**src/hw/adc_seq_pkg.sv**
```systemverilog
// Constants, field positions, timing and carrier types for the converter sequencer.
// Assumes an 8-bit register file behind a classic Wishbone slave on one clock.
package adc_seq_pkg;

	// ----------------------------------------
	// Register map (byte addresses)
	// ----------------------------------------
	localparam logic [15:0] ADDR_CONTROL     = 16'h7F20;
	localparam logic [15:0] ADDR_MODE        = 16'h7F21;
	localparam logic [15:0] ADDR_RESULT_LOW  = 16'h7F22;
	localparam logic [15:0] ADDR_RESULT_HIGH = 16'h7F23;
	localparam logic [7:0]  RESET_VALUE      = 8'h00;

	// ----------------------------------------
	// Field positions
	// ----------------------------------------
	localparam int CTL_SEL_MSB   = 7;
	localparam int CTL_SEL_LSB   = 4;
	localparam int CTL_CMP_BIT   = 3;
	localparam int CTL_START_BIT = 2;
	localparam int CTL_DONE_BIT  = 1;
	localparam int CTL_IE_BIT    = 0;
	localparam int MODE_RES_BIT  = 6;
	localparam int MODE_ADJ_BIT  = 2;
	localparam int MODE_DIV_MSB  = 1;
	localparam int MODE_DIV_LSB  = 0;
	localparam int LOW_CMP_BIT   = 7;
	localparam int LOW_DIV_BIT   = 0;
	localparam logic [7:0] MODE_WMASK = 8'h47;
	localparam logic [7:0] LOW_WMASK  = 8'hF1;

	// ----------------------------------------
	// Selection and timing
	// ----------------------------------------
	localparam logic [3:0] SEL_LAST   = 4'hA;
	localparam logic [7:0] STEPS_12   = 8'd52;
	localparam logic [7:0] STEPS_8    = 8'd32;
	localparam logic [7:0] EXTRA_CYC  = 8'd2;

	// ----------------------------------------
	// Types
	// ----------------------------------------
	typedef enum logic [0:0] {
		ST_IDLE = 1'b0,
		ST_BUSY = 1'b1
	} seq_state_e;

	typedef struct packed {
		logic [15:0] adr;
		logic [7:0]  dat;
		logic        we;
		logic        sel;
		logic        cyc;
		logic        stb;
	} wb_req_s;

endpackage

```
**src/hw/adc_sequencer_control.sv**
```systemverilog
// Digital sequencer for a successive-approximation converter and comparator.
// Holds the four control and result registers behind a Wishbone slave.
// Assumes the analog core answers with a 12-bit code and a compare bit.
// Assumes that code and bit are steady before the end cycle; both pass two stages.
// Assumes one clock and a synchronous, active-low reset.
//
// Design decision made here: the Wishbone interface to the registers.
`timescale 1ns/100ps
`default_nettype none
module adc_sequencer_control (
	input  wire logic                  core_clk_i,      // 25 MHz system clock
	input  wire logic                  rst_n_i,         // Synchronous reset, active low
	input  wire adc_seq_pkg::wb_req_s  wb_req_i,        // Wishbone request bundle
	output logic [7:0]                 wb_dat_o,        // Wishbone read data
	output logic                       wb_ack_o,        // Wishbone acknowledge
	input  wire logic [11:0]           conv_code_i,     // Analog core result code
	input  wire logic                  cmp_above_i,     // Analog core compare outcome
	output logic [10:0]                input_route_o,   // One-hot analog input route
	output logic                       ref_enable_o,    // Reference generator enable
	output logic                       compare_run_o,   // Comparator operation active
	output logic                       irq_o            // Interrupt request level
);

	// ----------------------------------------
	// Registers and state
	// ----------------------------------------

	logic [7:0]              adc_control;
	logic [7:0]              adc_mode;
	logic [7:0]              adc_result_low;
	logic [7:0]              adc_result_high;
	adc_seq_pkg::seq_state_e state;
	logic [8:0]              cnt;
	logic                    need_double;
	logic                    last_res8;
	logic                    wb_ack;

	// Analog core sampling stages
	logic [11:0]             code_meta;
	logic [11:0]             code_sync;
	logic                    cmp_meta;
	logic                    cmp_sync;

	// ----------------------------------------
	// Bus decode
	// ----------------------------------------

	// Taken request and per-register address hits
	wire       bus_req  = wb_req_i.cyc & wb_req_i.stb & ~wb_ack;
	wire       hit_control = (wb_req_i.adr == adc_seq_pkg::ADDR_CONTROL);
	wire       hit_mode = (wb_req_i.adr == adc_seq_pkg::ADDR_MODE);
	wire       hit_low  = (wb_req_i.adr == adc_seq_pkg::ADDR_RESULT_LOW);
	wire       hit_high = (wb_req_i.adr == adc_seq_pkg::ADDR_RESULT_HIGH);

	// Write strobes, taken on the request edge
	wire       bus_wr  = bus_req & wb_req_i.we & wb_req_i.sel;
	wire       wr_ctl  = bus_wr & hit_control;
	wire       wr_mode = bus_wr & hit_mode;
	wire       wr_low  = bus_wr & hit_low;
	wire       wr_high = bus_wr & hit_high;
	wire [7:0] wdat    = wb_req_i.dat;

	// ----------------------------------------
	// Field views
	// ----------------------------------------

	// Control fields
	wire [3:0] input_select        = adc_control[adc_seq_pkg::CTL_SEL_MSB:adc_seq_pkg::CTL_SEL_LSB];
	wire       compare_mode_select = adc_control[adc_seq_pkg::CTL_CMP_BIT];
	wire       start_bit           = adc_control[adc_seq_pkg::CTL_START_BIT];
	wire       done_flag           = adc_control[adc_seq_pkg::CTL_DONE_BIT];
	wire       irq_enable          = adc_control[adc_seq_pkg::CTL_IE_BIT];

	// Mode fields
	wire       bit_width_select    = adc_mode[adc_seq_pkg::MODE_RES_BIT];
	wire [1:0] time_div_low_bits   = adc_mode[adc_seq_pkg::MODE_DIV_MSB:adc_seq_pkg::MODE_DIV_LSB];

	// Divider code spans two registers
	wire       time_div_high_bit   = adc_result_low[adc_seq_pkg::LOW_DIV_BIT];
	wire [2:0] div_code            = {time_div_high_bit, time_div_low_bits};

	// ----------------------------------------
	// Duration: steps shifted by ratio, plus fixed cycles
	// ----------------------------------------

	// Step count for the chosen resolution
	wire [7:0] steps     = bit_width_select ? adc_seq_pkg::STEPS_8 : adc_seq_pkg::STEPS_12;

	// Divide by the ratio, then add fixed cycles
	wire [7:0] scaled    = steps >> div_code;
	wire [7:0] base_cyc  = scaled + adc_seq_pkg::EXTRA_CYC;

	// Doubled for the first 12-bit conversion
	wire       dbl       = need_double & ~bit_width_select & ~compare_mode_select;
	wire [8:0] run_cyc   = dbl ? {base_cyc, 1'b0} : {1'b0, base_cyc};

	// ----------------------------------------
	// Sequencing events
	// ----------------------------------------

	// Busy view of the state
	wire busy      = (state == adc_seq_pkg::ST_BUSY);

	// Start only from idle
	wire start_req = wr_ctl & wdat[adc_seq_pkg::CTL_START_BIT] & (state == adc_seq_pkg::ST_IDLE);
	// Abort: start written to zero while busy
	wire abort_req = wr_ctl & ~wdat[adc_seq_pkg::CTL_START_BIT] & busy;
	// Normal end on the last counted cycle
	wire finish    = busy & (cnt == 9'd1) & ~abort_req;

	// ----------------------------------------
	// Control register next value
	// ----------------------------------------

	// Done set beats a software clear
	wire next_done  = finish | (wr_ctl ? wdat[adc_seq_pkg::CTL_DONE_BIT] : done_flag);
	// Start self-clears in the done cycle
	wire next_start = finish ? 1'b0 : (wr_ctl ? wdat[adc_seq_pkg::CTL_START_BIT] : start_bit);

	// Remaining fields follow software
	wire [7:0] ctl_src    = wr_ctl ? wdat : adc_control;
	wire [7:0] next_control = {ctl_src[7:3], next_start, next_done, ctl_src[0]};

	// ----------------------------------------
	// Result placement at finish
	// ----------------------------------------

	// Operation outcome strobes
	wire       res_cmp    = finish & compare_mode_select;
	wire       res_conv   = finish & ~compare_mode_select;

	// Software write through the writable mask
	wire [7:0] low_wr     = (adc_result_low & ~adc_seq_pkg::LOW_WMASK) | (wdat & adc_seq_pkg::LOW_WMASK);
	wire [7:0] low_base   = wr_low ? low_wr : adc_result_low;

	// Compare bit and 12-bit nibble placement
	wire [7:0] low_cmp    = {cmp_sync, low_base[6:0]};
	wire [7:0] low_conv12 = {code_sync[3:0], low_base[3:0]};

	// Result low: compare, 12-bit nibble, else held
	wire [7:0] low_after_conv  = (res_conv & ~bit_width_select) ? low_conv12 : low_base;
	wire [7:0] next_result_low = res_cmp ? low_cmp : low_after_conv;

	// Result high: upper code, else software value
	wire [7:0] next_result_high = res_conv ? code_sync[11:4] :
	                              (wr_high ? wdat : adc_result_high);

	// Mode register write through its mask
	wire [7:0] next_mode  = wr_mode ? (wdat & adc_seq_pkg::MODE_WMASK) : adc_mode;

	// ----------------------------------------
	// Read mux
	// ----------------------------------------

	// Unmapped places read zero
	wire [7:0] rd_data = ({8{hit_control}} & adc_control) |
	                     ({8{hit_mode}}    & adc_mode) |
	                     ({8{hit_low}}     & adc_result_low) |
	                     ({8{hit_high}}    & adc_result_high);

	// ----------------------------------------
	// Input routing
	// ----------------------------------------

	// One line per analog input, none for spare codes
	genvar g;
	generate
		for (g = 0; g < 11; g++) begin : g_route
			assign input_route_o[g] = (input_select == 4'(g)) & (input_select <= adc_seq_pkg::SEL_LAST);
		end
	endgenerate

	// ----------------------------------------
	// Status outputs
	// ----------------------------------------

	// Reference and comparator follow the state
	assign ref_enable_o  = busy;
	assign compare_run_o = busy & compare_mode_select;

	// Interrupt level and bus ack
	assign irq_o         = irq_enable & done_flag;
	assign wb_ack_o      = wb_ack;

	// ----------------------------------------
	// Bus slave: one registered ack per request, one cycle after it
	// ----------------------------------------

	// Ack pulse, dropped the cycle after it is given
	always_ff @(posedge core_clk_i) begin
		if (!rst_n_i) begin
			wb_ack <= 1'b0;
		end else begin
			wb_ack <= bus_req;
		end
	end

	// Read data captured together with the ack
	always_ff @(posedge core_clk_i) begin
		if (!rst_n_i) begin
			wb_dat_o <= 8'h00;
		end else begin
			wb_dat_o <= rd_data;
		end
	end

	// ----------------------------------------
	// Analog core sampling
	// ----------------------------------------

	// First stage of the result code
	always_ff @(posedge core_clk_i) begin
		if (!rst_n_i) begin
			code_meta <= 12'h000;
		end else begin
			code_meta <= conv_code_i;
		end
	end

	// Second stage, sole reader of the first
	always_ff @(posedge core_clk_i) begin
		if (!rst_n_i) begin
			code_sync <= 12'h000;
		end else begin
			code_sync <= code_meta;
		end
	end

	// First stage of the compare outcome
	always_ff @(posedge core_clk_i) begin
		if (!rst_n_i) begin
			cmp_meta <= 1'b0;
		end else begin
			cmp_meta <= cmp_above_i;
		end
	end

	// Second stage of the compare outcome
	always_ff @(posedge core_clk_i) begin
		if (!rst_n_i) begin
			cmp_sync <= 1'b0;
		end else begin
			cmp_sync <= cmp_meta;
		end
	end

	// ----------------------------------------
	// Register file
	// ----------------------------------------

	// Control register: fields, start and done
	always_ff @(posedge core_clk_i) begin
		if (!rst_n_i) begin
			adc_control <= adc_seq_pkg::RESET_VALUE;
		end else begin
			adc_control <= next_control;
		end
	end

	// Mode register, fixed bits kept at zero
	always_ff @(posedge core_clk_i) begin
		if (!rst_n_i) begin
			adc_mode <= adc_seq_pkg::RESET_VALUE;
		end else begin
			adc_mode <= next_mode;
		end
	end

	// Result low: nibble, compare bit, divider bit
	always_ff @(posedge core_clk_i) begin
		if (!rst_n_i) begin
			adc_result_low <= adc_seq_pkg::RESET_VALUE;
		end else begin
			adc_result_low <= next_result_low;
		end
	end

	// Result high: upper code or software value
	always_ff @(posedge core_clk_i) begin
		if (!rst_n_i) begin
			adc_result_high <= adc_seq_pkg::RESET_VALUE;
		end else begin
			adc_result_high <= next_result_high;
		end
	end

	// ----------------------------------------
	// Sequencer
	// ----------------------------------------

	// Idle and busy state
	always_ff @(posedge core_clk_i) begin
		if (!rst_n_i) begin
			state <= adc_seq_pkg::ST_IDLE;
		end else begin
			unique case (state)
				adc_seq_pkg::ST_IDLE: begin
					if (start_req) begin
						state <= adc_seq_pkg::ST_BUSY;
					end
				end
				adc_seq_pkg::ST_BUSY: begin
					if (abort_req || finish) begin
						state <= adc_seq_pkg::ST_IDLE;
					end
				end
			endcase
		end
	end

	// Duration counter: loaded at start, counts down while busy
	always_ff @(posedge core_clk_i) begin
		if (!rst_n_i) begin
			cnt <= 9'd0;
		end else if (start_req) begin
			cnt <= run_cyc;
		end else if (busy) begin
			cnt <= cnt - 9'd1;
		end
	end

	// ----------------------------------------
	// Double-duration tracking after reset or 8-to-12 switch
	// ----------------------------------------

	// Previous resolution, to see the 8-to-12 switch
	always_ff @(posedge core_clk_i) begin
		if (!rst_n_i) begin
			last_res8 <= 1'b0;
		end else begin
			last_res8 <= bit_width_select;
		end
	end

	// Armed by reset or switch, spent by a doubled run
	always_ff @(posedge core_clk_i) begin
		if (!rst_n_i) begin
			need_double <= 1'b1;
		end else if (last_res8 && !bit_width_select) begin
			need_double <= 1'b1;
		end else if (finish && dbl) begin
			need_double <= 1'b0;
		end
	end

endmodule
`default_nettype wire

```
**config.mk**
```make
export PLATFORM = sky130hd
export DESIGN_NAME = adc_sequencer_control
export DESIGN_NICKNAME = d
export VERILOG_FILES = /design/src/hw/adc_seq_pkg.sv /design/src/hw/adc_sequencer_control.sv
export SDC_FILE = /design/constraint.sdc
export NUM_CORES = 1
export LEC_CHECK = 0
export ABC_AREA = 1
export BUFFER_PORTS_ARGS = -buffer_cell sky130_fd_sc_hd__buf_2
export CORE_MARGIN = 2
export CORE_UTILIZATION = 57
export CTS_BUF_LIST = sky130_fd_sc_hd__clkbuf_8
export CTS_CLUSTER_DIAMETER = 100
export DETAILED_ROUTE_END_ITERATION = 12
export PLACE_DENSITY_LB_ADDON = 0.3
export SLEW_MARGIN = 20
export SYNTH_ARGS = -nofsm -noshare
export SYNTH_HDL_FRONTEND = slang
export SYNTH_SLANG_ARGS = --single-unit
```
**constraint.sdc**
```tcl
create_clock -name core_clk_i -period 2 [get_ports core_clk_i]
set_clock_uncertainty 0.2 [all_clocks]
set_input_delay 0.4 -clock core_clk_i [delete_from_list [all_inputs] [get_ports core_clk_i]]
set_output_delay 0.4 -clock core_clk_i [all_outputs]
set_load 0.02 [all_outputs]
```
==> out/summary.txt <==
Outcome - finished, final reports clean
CP startpoint kind - flop
Post-synthesis mux area share - 0.290%
Routability cong. - 0.933
N_diodes - 0
Hold crit path type - input pin to flop
Worst R2R Setup Slack - 160 ps
DR iter-0 viols - 250
Initial Util - 58.7%
Combinational family with the most area after synthesis - simple AND/OR/NAND/NOR gates
R2r startpoint - wb_ack_o$_SDFF_PN0_
Worst hold path depth - 3
Clock buffer depth - 2
# fillers - 516
CP Max Fanout - 5
Tcrit/Tclk final - 92.2%
Die width - 81.9 um
Synth Register Bits - 72
Vias - 3390
Most used DFF post-synth - dfxtp_1
Grt total ovfl - 0
Syn Area/Cell - 6.99 um2
Worst VDD drop - 0.516 mV
Remaining DRCs - 0
Die Span Y - 81.9 um
Die area - 6700 um2
Mapped Cells - 494
Power density cells - 673 nW/um2
Syn nets - 540
Core area - 5890 um2
P_leak - 2.16 nW
# port buffers - 65
Clock Sinks - 72
Top-count cell post-synth - nand2_1
Max Freq - 0.543 GHz
I/O pins - 66
RSZ-0062 raised after global routing - no
Inst Count DP - 635
Final hold viol count - 0
Met3 usage - 5.82%
Root Buffer - clkbuf_8
Post-Synth XOR/XNOR Area - 0.254%
Routed vias/inst - 5.21
CTS Buf Count - 9
M1 GR Usage - 31.0%
Worst hold start - conv_code_i[5]
Post-Syn Area - 3450 um2
WHS Endpoint - code_meta[5]$_SDFF_PN0_
Worst EP required - 1400 ps
Resized Gates After CTS - 0
Detailed Place HPWL - 6120 um
Ratio of cells with drive above 1 in the final layout - 21.5%
Post-CTS Setup Bufs - 0
Minimum clock period after layout - 1840 ps
Slew Viols, Final - 0
CP arrival - 1240 ps
CTS tree - done
Fin cells - 651
Slew @ Worst Pin - 354 ps
Slew HR - 76.4%
Commonest cells post-synth - nand2_1, inv_1, dfxtp_1, nor2_1
Sequential share of the synthesized area - 41.7%
Crit path kind - flop to output pin
Critical Path Sink Type - output pin
Post-synth top area cell - dfxtp_1
Ys Warns - 0
Top cell type's share of synthesized area - 41.7%
Total negative slack - 0 ps
Fin nets - 617
First-pass GRT wire length - 13300 um
R2R Path End - adc_result_low[5]$_SDFF_PN0_
Worst Reg2Reg Path Length in Cells - 6
DRT Pass-1 Iters - 5
Aggregate global-route resource usage - 25.8%
Post-synthesis simple-gate area fraction - 35.5%
Synth cell types - 35
Area grow syn2layout - 19.5%
Maxcap violations - 0
Grt peak-use layer - met2
Worst-Skew Late Latency - 350 ps
Vias in the first global route - 3040
WL final - 8380 um
Hold_buf cts - 0
Largest net degree at the start of global routing - 36
H-Tree Depth - 3
Clock slew at reported path FFs - 80 ps
Std-Cell Rows - 28
Final setup fails - 0
Compound-gate portion of the synthesized area - 9.78%
Top cells by area, synth - dfxtp_1, nand2_1, inv_1
Antenna viol nets, final - 0
Number of flops mapped to enable cells by yosys - 0
Async S/R FF share, synth - 0%
Initial antenna violation count - 0
Routed length per instance - 12.9 um
Met2 GRT Util - 44.6%
Post-Synth Adder-Cell Area - 1.09%
flip-flops by register name, summed over array words and instances, names as in the netlist:
| signal | count |
|---|---|
| cmp_meta | 1 |
| wb_dat_o | 8 |
| adc_control | 8 |
| cnt | 9 |
| code_sync | 12 |
| ref_enable_o | 1 |
| adc_result_low | 5 |
| last_res8 | 1 |
| cmp_sync | 1 |
| adc_mode | 4 |
| need_double | 1 |
| code_meta | 12 |
| adc_result_high | 8 |
| wb_ack_o | 1 |
worst max-delay path: stages (launching register included):
cell and delay [ps]:
dfxtp_1 340, inv_1 140, nand2_1 110, nor2_1 120, buf_2 170
through the flow:
step	hold WS, ps	utilization (%)	instance area, um2	power [W]	setup slack (ps)
global route	21.4	70.1	4130	0.00287	30.8
global placement	193	66.6	3920	0.00163	16.3
detailed placement	198	66.6	3920	0.00164	-61.2
finish	26.9	70.1	4130	0.00278	157
CTS	19.0	70.0	4120	0.00280	95.4
floorplan	190	-	3450	0.00156	261
routing by layer:
metal / vias to the layer above / wire length, um
met3: 18 / 598
met4: 0 / 141
li1: 1709 / -
met1: 1524 / 3700
met2: 139 / 3950
met5: - / 0
cell type report:
cell class	instances	area, um2	share of cell area, %
Multi-Input combinational cell	324	1620	39.2
Sequential cell	72	1450	35.0
Timing Repair Buffer	79	443	10.7
Inverter	85	324	7.85
Clock buffer	9	124	3.00
Tap cell	75	93.8	2.27
Clock inverter	7	77.6	1.88
placed cells by master (no fill, tap or decap), types with 3 or more instances in the layout:
cell      netlist  layout
nand2_1       125     125
nand2_2         3       3
buf_2           2      65
inv_1          81      81
nor2_1         61      61
a211oi_1        5       5
inv_2           3       3
o21ai_0        25      23
nand3_1        25      25
nor3_1          4       4
clkbuf_8        0       9
a31oi_1         5       5
buf_4           3      13
nor2_4          5       5
a21oi_1        25      25
dfxtp_1        72      70
ha_1            3       3
nand4_1        17      17
inv_6           0       3
o22ai_1         3       3
worst max-delay path by stage:
| stage | startpoint | endpoint | slack, ps | depth (start not counted) |
|---|---|---|---|---|
| after global placement | wb_req_i[19] | adc_result_high[1]$_SDFFE_PN0P_ | 20 | 10 |
| after floorplan | ref_enable_o$_SDFF_PN0_ | adc_result_high[5]$_SDFFE_PN0P_ | 260 | 9 |
| after CTS | adc_mode[0]$_SDFFE_PN0P_ | cnt[5]$_SDFFE_PN0P_ | 100 | 9 |
| after global routing | adc_mode[6]$_SDFFE_PN0P_ | cnt[3]$_SDFFE_PN0P_ | 30 | 11 |
| after detailed placement | wb_req_i[19] | adc_result_high[2]$_SDFFE_PN0P_ | -60 | 10 |
| final | adc_control[5]$_SDFFE_PN0N_ | input_route_o[1] | 160 | 4 |
where the power goes:
part / total, W / leakage [nW] / switching (W) / internal, W
Clock: 0.00117 / 0.101 / 0.000584 / 0.000589
Sequential: 0.00146 / 0.587 / 0.00000693 / 0.00146
Combinational: 0.000141 / 1.48 / 0.0000863 / 0.0000548
cells by family after synthesis:
| family | after synthesis |
|---|---|
| AOI/OAI and AO/OA | 63 |
| muxes | 1 |
| DFF | 72 |
| buffers and inverters | 98 |
| and+or+nand+nor | 256 |
| xor gates and xnor gates | 1 |
| adders and majority gates | 3 |
Power figures use the tool's default switching activity.
